File: src/rtl/sci_pkg.sv
`default_nettype none
package sci_pkg;
  // register byte offsets on the apb bus
  localparam logic [7:0] OFF_BAUD = 8'h00;
  localparam logic [7:0] OFF_CFG = 8'h04;
  localparam logic [7:0] OFF_STATUS = 8'h08;
  localparam logic [7:0] OFF_DATA = 8'h0c;
  localparam logic [7:0] OFF_PORT = 8'h10;
  // baud control field
  localparam int BAUD_W = 13;
  localparam logic [12:0] BAUD_RESET = 13'h0004;
  localparam logic [4:0] SAMPLES_PER_BIT = 5'h10;
  localparam logic [4:0] TICKS_PER_SAMPLE = 5'h02;
  // config bit positions
  localparam int CFG_PT = 0;
  localparam int CFG_PE = 1;
  localparam int CFG_M = 2;
  localparam int CFG_OPEN_DRAIN_SELECT = 3;
  localparam int CFG_SBK = 4;
  localparam int CFG_TE = 5;
  localparam int CFG_RE = 6;
  localparam int CFG_TX_COMPLETE_IRQ_ENABLE = 7;
  localparam int CFG_TIE = 8;
  localparam int CFG_RIE = 9;
  localparam logic [9:0] CFG_RESET = 10'h000;
  // status bit positions
  localparam int ST_PF = 0;
  localparam int ST_FE = 1;
  localparam int ST_OR = 2;
  localparam int ST_RX_BUFFER_FULL = 6;
  localparam int ST_TC = 7;
  localparam int ST_TX_BUFFER_EMPTY = 8;
  localparam logic [8:0] ST_RESET = 9'h180;
  localparam logic [8:0] ST_RX_MASK = 9'h047;
  // port control bit positions
  localparam int PORT_ASSIGN = 0;
  localparam int PORT_DIR = 1;
  localparam int PORT_LEVEL = 2;
  // three high samples before a start edge
  localparam logic [1:0] START_HIGH_SAMPLES = 2'h3;
  typedef enum logic [3:0] {
    TX_IDLE = 4'b0001,
    TX_DATA = 4'b0010,
    TX_PREAMBLE = 4'b0100,
    TX_BREAK = 4'b1000
  } tx_state_t;
endpackage : sci_pkg
`default_nettype wire

File: src/rtl/baud_gen.sv
`default_nettype none
module baud_gen
  import sci_pkg::*;
(
  // clock and reset
  input wire logic pclk,
  input wire logic presetn,
  // divisor
  input wire logic [12:0] divisor,
  // ticks
  output logic rx_sample_tick,
  output logic bit_tick
);
  logic [12:0] mod_q;
  logic [4:0] half_q;
  logic [4:0] samp_q;
  logic mod_hit;
  // a divisor cut below the running count must not leave the counter to wrap the full range
  assign mod_hit = (divisor != 13'h0000) && (mod_q >= divisor - 13'h0001);
  // modulus counter; a zero divisor parks everything
  always_ff @(posedge pclk or negedge presetn) begin
    if (!presetn) begin
      mod_q <= 13'h0000;
      half_q <= 5'h00;
      samp_q <= 5'h00;
      rx_sample_tick <= 1'b0;
      bit_tick <= 1'b0;
    end else begin
      rx_sample_tick <= 1'b0;
      bit_tick <= 1'b0;
      if (divisor == 13'h0000) begin
        mod_q <= 13'h0000;
        half_q <= 5'h00;
        samp_q <= 5'h00;
      end else if (mod_hit) begin
        mod_q <= 13'h0000;
        // clk/(2*div) gives 16x of clk/(32*div)
        if (half_q == TICKS_PER_SAMPLE - 5'h01) begin
          half_q <= 5'h00;
          rx_sample_tick <= 1'b1;
          if (samp_q == SAMPLES_PER_BIT - 5'h01) begin
            samp_q <= 5'h00;
            bit_tick <= 1'b1;
          end else begin
            samp_q <= samp_q + 5'h01;
          end
        end else begin
          half_q <= half_q + 5'h01;
        end
      end else begin
        mod_q <= mod_q + 13'h0001;
      end
    end
  end
endmodule : baud_gen
`default_nettype wire

File: src/rtl/sci_rx.sv
`default_nettype none
module sci_rx
  import sci_pkg::*;
(
  // clock and reset
  input wire logic pclk,
  input wire logic presetn,
  // control
  input wire logic enable,
  input wire logic long_frame,
  input wire logic parity_enable,
  input wire logic parity_odd_select,
  input wire logic rx_sample_tick,
  input wire logic rxd,
  // result, one-cycle strobe
  output logic done,
  output logic [8:0] data,
  output logic parity_bad,
  output logic frame_bad
);
  logic busy_q;
  logic [1:0] ones_q;
  logic [3:0] phase_q;
  logic [3:0] nbits_q;
  logic [10:0] sh_q;
  logic prev_q;
  logic [3:0] frame_bits;
  assign frame_bits = long_frame ? 4'd11 : 4'd10;
  // sample at mid-bit; each falling edge restarts the phase so sampling realigns
  always_ff @(posedge pclk or negedge presetn) begin
    if (!presetn) begin
      busy_q <= 1'b0;
      ones_q <= 2'h0;
      phase_q <= 4'h0;
      nbits_q <= 4'h0;
      sh_q <= 11'h000;
      prev_q <= 1'b1;
      done <= 1'b0;
      data <= 9'h000;
      parity_bad <= 1'b0;
      frame_bad <= 1'b0;
    end else begin
      done <= 1'b0;
      if (!enable) begin
        busy_q <= 1'b0;
        ones_q <= 2'h0;
      end else if (rx_sample_tick) begin
        prev_q <= rxd;
        if (!busy_q) begin
          if (rxd && ones_q != START_HIGH_SAMPLES) begin
            ones_q <= ones_q + 2'h1;
          end else if (!rxd && ones_q == START_HIGH_SAMPLES) begin
            busy_q <= 1'b1;
            phase_q <= 4'h1;
            nbits_q <= 4'h0;
          end else if (!rxd) begin
            ones_q <= 2'h0;
          end
        end else begin
          if (prev_q && !rxd) begin
            phase_q <= 4'h1;
          end else begin
            phase_q <= phase_q + 4'h1;
          end
          if (phase_q == 4'h7) begin
            sh_q <= {rxd, sh_q[10:1]};
            nbits_q <= nbits_q + 4'h1;
            if (nbits_q == frame_bits - 4'h1) begin
              busy_q <= 1'b0;
              ones_q <= 2'h0;
              done <= 1'b1;
              frame_bad <= ~rxd;
              if (long_frame) begin
                data <= sh_q[10:2];
                parity_bad <= parity_enable & ((^sh_q[10:3]) ^ sh_q[2] ^ parity_odd_select);
              end else begin
                data <= {1'b0, sh_q[10:3]};
                parity_bad <= parity_enable & ((^sh_q[9:3]) ^ sh_q[10] ^ parity_odd_select);
              end
            end
          end
        end
      end
    end
  end
endmodule : sci_rx
`default_nettype wire

File: src/rtl/sci_top.sv
// How it works
// status read then data access clears flags
// long-word read clears rx flags only
// flags set after status read stay set
// any status byte read arms all flags
// one data address: rx read, tx write
// rx dedicated; tx pin is gpio when disabled
// start, idle and break frame shapes
// 10 or 11 bit frames, lsb first
// data width from frame length and parity
// baud is clock over 32 times divisor
// sample tick at sixteen times baud
// msb parity, even or odd, checked
// double buffered; shifter keeps pin while busy
// open-drain select for both pin uses
// buffer empty flag and write discard
// complete flag cleared by read then write
// enabling sends idle preamble
// break frames while send break set
// all sent: empty, complete, line high
// disable finishes frames, drops buffer
// re-enable before empty sends preamble
// separate tx empty and complete requests
// full frame moves to rx buffer
// request is flag and enable level
// stop and idle bits are whole bit-times
//
// Implementation choices: the APB slave port and the register offsets.
`default_nettype none
module sci_top
  import sci_pkg::*;
(
  // clock and reset
  input wire logic pclk,
  input wire logic presetn,
  // apb slave
  input wire logic psel,
  input wire logic penable,
  input wire logic pwrite,
  input wire logic [7:0] paddr,
  input wire logic [31:0] pwdata,
  input wire logic [3:0] pstrb,
  output logic [31:0] prdata,
  output logic pready,
  output logic pslverr,
  // serial pins
  input wire logic rxd,
  input wire logic txd_in,
  output logic txd_out,
  output logic txd_oe,
  // requests
  output logic tx_empty_irq,
  output logic tx_complete_irq,
  output logic rx_full_irq
);
  logic [12:0] baud_divisor_q;
  logic [9:0] cfg_q;
  logic [2:0] port_q;
  logic [8:0] status_q;
  logic [8:0] armed_q;
  logic [8:0] receive_buffer_q;
  logic [8:0] transmit_buffer_q;
  logic [10:0] shift_q;
  logic [3:0] bits_left_q;
  logic [3:0] sub_q;
  logic te_prev_q;
  logic preamble_pend_q;
  logic shifter_pin_q;
  logic break_pend_q;
  logic tx_step;
  logic tx_load;
  tx_state_t state_q;
  logic rx_sample_tick;
  logic bit_tick;
  logic rx_done;
  logic [8:0] rx_data;
  logic rx_pbad;
  logic rx_fbad;
  logic access;
  logic wr;
  logic rd;
  logic status_rd;
  logic data_rd;
  logic data_wr;
  logic long_rd;
  logic load_shifter;
  logic frame_end;
  logic te;
  logic [3:0] frame_len;
  logic tx_par;
  logic [10:0] data_frame;
  logic pin_level;
  // apb decode; single-wait-free slave
  assign access = psel & penable;
  assign wr = access & pwrite;
  assign rd = access & ~pwrite;
  // a long-word read of status covers the data word in the same transfer
  assign long_rd = rd && paddr == OFF_STATUS && pstrb == 4'h0;
  assign status_rd = rd && paddr == OFF_STATUS;
  assign data_rd = rd && paddr == OFF_DATA;
  assign data_wr = wr && paddr == OFF_DATA && pstrb[1:0] != 2'h0;
  assign te = cfg_q[CFG_TE];
  assign frame_len = cfg_q[CFG_M] ? 4'd11 : 4'd10;
  // parity over the data bits below the msb slot
  assign tx_par = cfg_q[CFG_M] ? ((^transmit_buffer_q[7:0]) ^ cfg_q[CFG_PT])
                               : ((^transmit_buffer_q[6:0]) ^ cfg_q[CFG_PT]);
  // frame: start low, data lsb first, stop high
  always_comb begin
    data_frame = 11'h7ff;
    data_frame[0] = 1'b0;
    if (cfg_q[CFG_M]) begin
      data_frame[9:1] = cfg_q[CFG_PE] ? {tx_par, transmit_buffer_q[7:0]} : transmit_buffer_q;
    end else begin
      data_frame[8:1] = cfg_q[CFG_PE] ? {tx_par, transmit_buffer_q[6:0]} : transmit_buffer_q[7:0];
    end
  end
  assign frame_end = bit_tick && bits_left_q == 4'h1;
  assign load_shifter = !status_q[ST_TX_BUFFER_EMPTY] && te && !preamble_pend_q && !cfg_q[CFG_SBK] && !break_pend_q;
  // leave idle only on a bit boundary so the first bit is a whole bit-time
  assign tx_step = frame_end || (state_q == TX_IDLE && bit_tick);
  assign tx_load = tx_step && load_shifter && state_q != TX_BREAK;

  baud_gen u_baud (
    .pclk(pclk),
    .presetn(presetn),
    .divisor(baud_divisor_q),
    .rx_sample_tick(rx_sample_tick),
    .bit_tick(bit_tick)
  );

  sci_rx u_rx (
    .pclk(pclk),
    .presetn(presetn),
    .enable(cfg_q[CFG_RE]),
    .long_frame(cfg_q[CFG_M]),
    .parity_enable(cfg_q[CFG_PE]),
    .parity_odd_select(cfg_q[CFG_PT]),
    .rx_sample_tick(rx_sample_tick),
    .rxd(rxd),
    .done(rx_done),
    .data(rx_data),
    .parity_bad(rx_pbad),
    .frame_bad(rx_fbad)
  );

  // control registers
  always_ff @(posedge pclk or negedge presetn) begin
    if (!presetn) begin
      baud_divisor_q <= BAUD_RESET;
      cfg_q <= CFG_RESET;
      port_q <= 3'h0;
    end else if (wr) begin
      unique case (paddr)
        OFF_BAUD: baud_divisor_q <= pwdata[12:0];
        OFF_CFG: cfg_q <= pwdata[9:0];
        OFF_PORT: port_q <= pwdata[2:0];
        default: ;
      endcase
    end
  end

  // arming: a status read snapshots set flags; later sets are not armed
  always_ff @(posedge pclk or negedge presetn) begin
    if (!presetn) begin
      armed_q <= 9'h000;
    end else if (status_rd) begin
      armed_q <= status_q;
    end else if (data_rd) begin
      armed_q <= armed_q & ~ST_RX_MASK;
    end else if (data_wr) begin
      armed_q <= armed_q & ST_RX_MASK;
    end
  end

  // status flags; hardware set wins over the clear
  always_ff @(posedge pclk or negedge presetn) begin
    if (!presetn) begin
      status_q <= ST_RESET;
    end else begin
      if (data_rd) begin
        status_q <= status_q & ~(armed_q & ST_RX_MASK);
      end else if (long_rd) begin
        status_q <= status_q & ~ST_RX_MASK;
      end else if (data_wr) begin
        status_q[ST_TX_BUFFER_EMPTY] <= status_q[ST_TX_BUFFER_EMPTY] & ~armed_q[ST_TX_BUFFER_EMPTY];
        status_q[ST_TC] <= status_q[ST_TC] & ~armed_q[ST_TC];
      end
      if (rx_done) begin
        if (status_q[ST_RX_BUFFER_FULL] && !(data_rd && armed_q[ST_RX_BUFFER_FULL])) begin
          status_q[ST_OR] <= 1'b1;
        end else begin
          status_q[ST_RX_BUFFER_FULL] <= 1'b1;
          status_q[ST_PF] <= rx_pbad;
          status_q[ST_FE] <= rx_fbad;
        end
      end
      if (tx_load) begin
        status_q[ST_TX_BUFFER_EMPTY] <= 1'b1;
      end
      if (te && !te_prev_q) begin
        status_q[ST_TC] <= 1'b0;
      end else if (state_q != TX_IDLE && frame_end && !(te && (load_shifter || cfg_q[CFG_SBK] || break_pend_q))) begin
        status_q[ST_TC] <= 1'b1;
      end
      if (!te && state_q == TX_IDLE) begin
        status_q[ST_TX_BUFFER_EMPTY] <= 1'b1;
      end
    end
  end

  // buffers; a write while the buffer is full is dropped
  always_ff @(posedge pclk or negedge presetn) begin
    if (!presetn) begin
      receive_buffer_q <= 9'h000;
      transmit_buffer_q <= 9'h000;
    end else begin
      if (rx_done && !(status_q[ST_RX_BUFFER_FULL] && !(data_rd && armed_q[ST_RX_BUFFER_FULL]))) begin
        receive_buffer_q <= rx_data;
      end
      if (data_wr && status_q[ST_TX_BUFFER_EMPTY] && armed_q[ST_TX_BUFFER_EMPTY]) begin
        transmit_buffer_q <= pwdata[8:0];
      end
    end
  end

  // transmit sequencer: idle, preamble, data and break frames
  always_ff @(posedge pclk or negedge presetn) begin
    if (!presetn) begin
      state_q <= TX_IDLE;
      shift_q <= 11'h7ff;
      bits_left_q <= 4'h0;
      sub_q <= 4'h0;
      te_prev_q <= 1'b0;
      preamble_pend_q <= 1'b0;
      shifter_pin_q <= 1'b0;
      break_pend_q <= 1'b0;
    end else begin
      te_prev_q <= te;
      sub_q <= 4'h0;
      if (te && !te_prev_q) begin
        preamble_pend_q <= 1'b1;
      end
      // a short pulse of send break still earns one whole break frame
      if (!te) begin
        break_pend_q <= 1'b0;
      end else if (cfg_q[CFG_SBK] && state_q != TX_BREAK) begin
        break_pend_q <= 1'b1;
      end
      if (tx_step) begin
        if (state_q != TX_IDLE && !te) begin
          state_q <= TX_IDLE;
          shift_q <= 11'h7ff;
        end else if (te && preamble_pend_q) begin
          state_q <= TX_PREAMBLE;
          shift_q <= 11'h7ff;
          bits_left_q <= frame_len;
          preamble_pend_q <= 1'b0;
        end else if (te && (cfg_q[CFG_SBK] || break_pend_q)) begin
          state_q <= TX_BREAK;
          break_pend_q <= 1'b0;
          shift_q <= 11'h000;
          bits_left_q <= frame_len;
        end else if (state_q == TX_BREAK) begin
          state_q <= TX_PREAMBLE;
          shift_q <= 11'h7ff;
          bits_left_q <= 4'h1;
        end else if (load_shifter) begin
          state_q <= TX_DATA;
          shift_q <= data_frame;
          bits_left_q <= frame_len;
        end else begin
          state_q <= TX_IDLE;
          shift_q <= 11'h7ff;
        end
      end else if (bit_tick) begin
        shift_q <= {1'b1, shift_q[10:1]};
        bits_left_q <= bits_left_q - 4'h1;
      end
      shifter_pin_q <= te || state_q != TX_IDLE;
    end
  end

  // pin level: shifter owns it while operating, else port bits
  assign pin_level = shifter_pin_q ? shift_q[0] : port_q[PORT_LEVEL];
  always_ff @(posedge pclk or negedge presetn) begin
    if (!presetn) begin
      txd_out <= 1'b1;
      txd_oe <= 1'b0;
    end else begin
      txd_out <= pin_level;
      if (shifter_pin_q || (port_q[PORT_ASSIGN] && port_q[PORT_DIR])) begin
        txd_oe <= cfg_q[CFG_OPEN_DRAIN_SELECT] ? ~pin_level : 1'b1;
      end else begin
        txd_oe <= 1'b0;
      end
    end
  end

  // interrupt request levels
  always_ff @(posedge pclk or negedge presetn) begin
    if (!presetn) begin
      tx_empty_irq <= 1'b0;
      tx_complete_irq <= 1'b0;
      rx_full_irq <= 1'b0;
    end else begin
      tx_empty_irq <= status_q[ST_TX_BUFFER_EMPTY] & cfg_q[CFG_TIE];
      tx_complete_irq <= status_q[ST_TC] & cfg_q[CFG_TX_COMPLETE_IRQ_ENABLE];
      rx_full_irq <= status_q[ST_RX_BUFFER_FULL] & cfg_q[CFG_RIE];
    end
  end

  // apb read data; unmapped reads return zero with an error
  always_ff @(posedge pclk or negedge presetn) begin
    if (!presetn) begin
      prdata <= 32'h0000_0000;
      pready <= 1'b0;
      pslverr <= 1'b0;
    end else begin
      pready <= psel & ~penable;
      pslverr <= 1'b0;
      prdata <= 32'h0000_0000;
      if (psel && !penable && !pwrite) begin
        unique case (paddr)
          OFF_BAUD: prdata <= {19'h00000, baud_divisor_q};
          OFF_CFG: prdata <= {22'h000000, cfg_q};
          OFF_STATUS: prdata <= {7'h00, receive_buffer_q, 7'h00, status_q};
          OFF_DATA: prdata <= {23'h000000, receive_buffer_q};
          OFF_PORT: prdata <= {28'h0000000, txd_in, port_q};
          default: pslverr <= 1'b1;
        endcase
      end else if (psel && !penable) begin
        pslverr <= !(paddr == OFF_BAUD || paddr == OFF_CFG || paddr == OFF_STATUS ||
                     paddr == OFF_DATA || paddr == OFF_PORT);
      end
    end
  end
endmodule : sci_top
`default_nettype wire

File: config.mk
export PLATFORM = sky130hd
export DESIGN_NAME = sci_top
export DESIGN_NICKNAME = d
export VERILOG_FILES = /design/src/rtl/sci_pkg.sv /design/src/rtl/baud_gen.sv /design/src/rtl/sci_rx.sv /design/src/rtl/sci_top.sv
export SDC_FILE = /design/constraint.sdc
export NUM_CORES = 1
export LEC_CHECK = 0
export BUFFER_PORTS_ARGS = -buffer_cell sky130_fd_sc_hd__buf_4
export CORE_UTILIZATION = 53
export CTS_CLUSTER_DIAMETER = 120
export DETAILED_ROUTE_END_ITERATION = 8
export PLACE_DENSITY = 0.75
export SLEW_MARGIN = 20
export SYNTH_ARGS = -nofsm -noshare
export SYNTH_HDL_FRONTEND = slang
export SYNTH_HIERARCHICAL = 1
export SYNTH_SLANG_ARGS = --single-unit
File: constraint.sdc
create_clock -name pclk -period 3.17 [get_ports pclk]
set_input_delay 0.4755 -clock pclk [delete_from_list [all_inputs] [get_ports pclk]]
set_output_delay 0.4755 -clock pclk [all_outputs]
set_load 0.02 [all_outputs]
==> flow_metrics.tcl <==
set metrics [dict create \
    outcome "completed" \
    ys_warn_count 6 \
    worstPathRequired_ns 3.52 \
    pwr_density_cell_nw_per_um2 478.9 \
    synth_top_area_frac 0.4462 \
    p_seq_frac 0.463 \
    avgSynthCellArea_sq_um 11.26 \
    layout.nets 887 \
    tns_ns 0 \
    grt_usage 0.2326 \
    clkPwrFrac 0.477 \
    fillers 1172 \
    worst-path-max-fanout 7 \
    start_util 0.5456 \
    setup_viol 0 \
    ant_nets 0 \
    ys_types 83 \
    areaGrowthSynthToFinish_pct 17.03 \
    slew_violations 0 \
    period_share 0.9527 \
    final_layout_size_suffix_gt1_frac 0.2785 \
    syn-cell-area_sq_um 8356 \
    ys.flop_type "dfrtp_1" \
    clock-sinks 166 \
    ys_seq_elements 166 \
    drt-wirelength-per-cell_um 17.33 \
    grt_pass1_wl_um 29310 \
    core_area_sq_um 15310 \
    fmax_ghz 0.3311 \
    die-area_sq_um 16270 \
    endpoint_kind "register" \
    drt-initial-drc-count 346 \
    finClkSkew_ns 0.008214 \
    diodes 0 \
    clk_path_buf_depth 2 \
    ios 90 \
    finalWirelength_um 17970 \
    p_leak_nw 4.611 \
    cts_root_buf "clkbuf_16" \
    cts.clk_slew.worst_paths_ns 0.06 \
    finalHoldViolations 0 \
    clkLatencyLatePin_ns 0.43 \
    combPwrFrac 0.060 \
    cts_tree "built" \
    max_slew_margin 0.3609 \
    crit_path_start_kind "register" \
    swShare 0.2184 \
    gp_congestion 0.8164 \
    async_reset_ff_frac 1.000 \
    numCtsBuffers 17 \
    first_pass_iters 5 \
    utilization 0.6385 \
    die_w_um 127.6 \
    syn_inst 742 \
    synth_edf_count 0 \
    htree_levels 4 \
    power_switching_w 0.001023 \
    hpwl_um 12650 \
    vias_per_cell 5.639 \
    arrival_ns 3.37 \
    synth_largest_area_cell "dfrtp_1" \
    drc 0 \
    ys_top_cells_by_area "dfrtp_1 (45%), mux2_2 (7.1%), dfstp_2 (5.3%)" \
    die_y_um 127.6 \
    grt_overflow 0 \
    ff_latch_area_sq_um 4175 \
    ff2ff_setup_slack_ns 0.15 \
    route.met2.wl_um 8955 \
    dr_total_vias 5848 \
    grt_pass1_vias 5833 \
    fin_crit_ns 3.020 \
    antenna_found_initial 0 \
    io_buffers 60 \
    multiInputGateArea_sq_um 4005 \
    met3WireLength_um 621 \
    ys_seq_area_frac 0.4997 \
    wl_met1_um 8087 \
    max_cap_violations 0 \
    ir_drop_mv 0.3791 \
    path_class "reg2reg" \
    hold_class "in2reg" \
    synth_common_cells "dfrtp_1 (149), nand2_1 (60), nor2_1 (59), mux2_2 (53), o21ai_0 (36)" \
    p_int_w 0.003660 \
    tightest_slew_ns 0.9453 \
    top_layer_used "met4" \
    rows 45 \
    grt_max_degree 83 \
    post-synth-top-count-cell "dfrtp_1" \
]
-- power by group through the flow --
stage / clock network [W] / logic [W] / registers [W]
CTS: 0.00227 / 0.000271 / 0.00217
global placement: 0 / 0.000256 / 0.00220
detailed placement: 0 / 0.000267 / 0.00220
finish: 0.00223 / 0.000282 / 0.00217
global route: 0.00235 / 0.000312 / 0.00217
floorplan: 0 / 0.000166 / 0.00219
-- path summary, 6_finish.rpt --
check / start / to / depth (start not counted)
setup / recovery: baud_divisor_q[2]$_DFFE_PN1P_ / u_baud/half_q[3]$_DFFE_PN0P_ / 12
max in group asynchronous: presetn / u_rx/prev_q$_DFFE_PN1P_ / 3
setup reg to reg: baud_divisor_q[2]$_DFFE_PN1P_ / u_baud/half_q[3]$_DFFE_PN0P_ / 12
hold reg to reg: shift_q[10]$_DFFE_PN1P_ / shift_q[10]$_DFFE_PN1P_ / 2
min in group asynchronous: presetn / prdata[17]$_DFF_PN0_ / 2
hold / removal: penable / pready$_DFF_PN0_ / 2
-- flip-flops by register name, summed over array words and instances (netlist names), 5 cells and up --
signal,flops
transmit_buffer_q,9
armed_q,6
prdata,22
status_q,6
u_baud/samp_q,5
baud_divisor_q,13
shift_q,11
receive_buffer_q,9
u_baud/mod_q,13
u_baud/half_q,5
u_rx/data,9
cfg_q,10
u_rx/sh_q,9
-- layout by cell type (no fill, tap or decap), drive strengths merged, types with 10 or more instances in the layout --
cell,n
dfstp,17
clkbuf,22
nand3,20
xor2,14
inv,20
nand2,60
o21ai,41
mux2i,25
and2,23
mux2,57
conb,10
nor2,59
nand2b,13
or3,10
ha,23
nor2b,12
dfrtp,149
xnor2,23
a22oi,11
buf,78
nor3,12
a21oi,23
-- through the flow --
step	instances	hold slack, ns	worst slack, ns	area, sq um	total power (W)
5_1_grt	1037	0.2294	-0.0007685	9778	0.004829
3_5_place_dp	998	0.4443	0.06247	9005	0.002470
4_1_cts	1031	0.2184	0.07872	9674	0.004704
2_1_floorplan	751	0.1799	0.2191	8389	0.002358
3_3_place_gp	998	0.4378	0.1770	9005	0.002458
6_report	1037	0.2308	0.1500	9778	0.004683
-- layout make-up --
cell class | count | area share
Clock inverter | 10 | 0.01702
Clock buffer | 22 | 0.04952
Inverter | 18 | 0.006910
Sequential cell | 166 | 0.4270
Multi-Input combinational cell | 531 | 0.4096
Timing Repair Buffer | 79 | 0.06296
Tap cell | 211 | 0.02700
-- cells by family after synthesis --
| group | Yosys count | share of synthesized area |
|---|---|---|
| compound gates | 128 | 0.1024 |
| mux | 85 | 0.1162 |
| fa+ha+maj | 23 | 0.03444 |
| buf+inv | 55 | 0.03354 |
| flops | 166 | 0.4997 |
| simple gates | 244 | 0.1661 |
| other cells | 1 | 0.0004488 |
| xor+xnor | 40 | 0.04717 |
-- worst max-delay path, cell delays in order, from the launching register on --
cell       delay [ns]
dfstp_2          0.37
or4_4            0.58
nor4_4           0.20
nand2b_1         0.15
nor4_2           0.20
xnor2_1          0.18
ha_1             0.27
nand2_2          0.09
o21ai_2          0.07
a41o_4           0.28
buf_6            0.13
o2111ai_2        0.19
mux2i_1          0.23
-- routing by layer --
| metal | vias to the layer above | GRT usage |
|---|---|---|
| met5 | - | 0 |
| met4 | 0 | 0.08964 |
| met3 | 21 | 0.03769 |
| met2 | 134 | 0.3825 |
| met1 | 2933 | 0.3101 |
| li1 | 2760 | - |
-- repair_timing --
item / CTS / global route
setup buffers: 0 / 5
pin swaps: 0 / 2
hold buffers: 1 / 0
cloned: 0 / 1
hold endpoints to repair: 27 / 0
resized for setup: 3 / 19
setup endpoints to repair: 8 / 25
(Power assumes the default switching activity.)
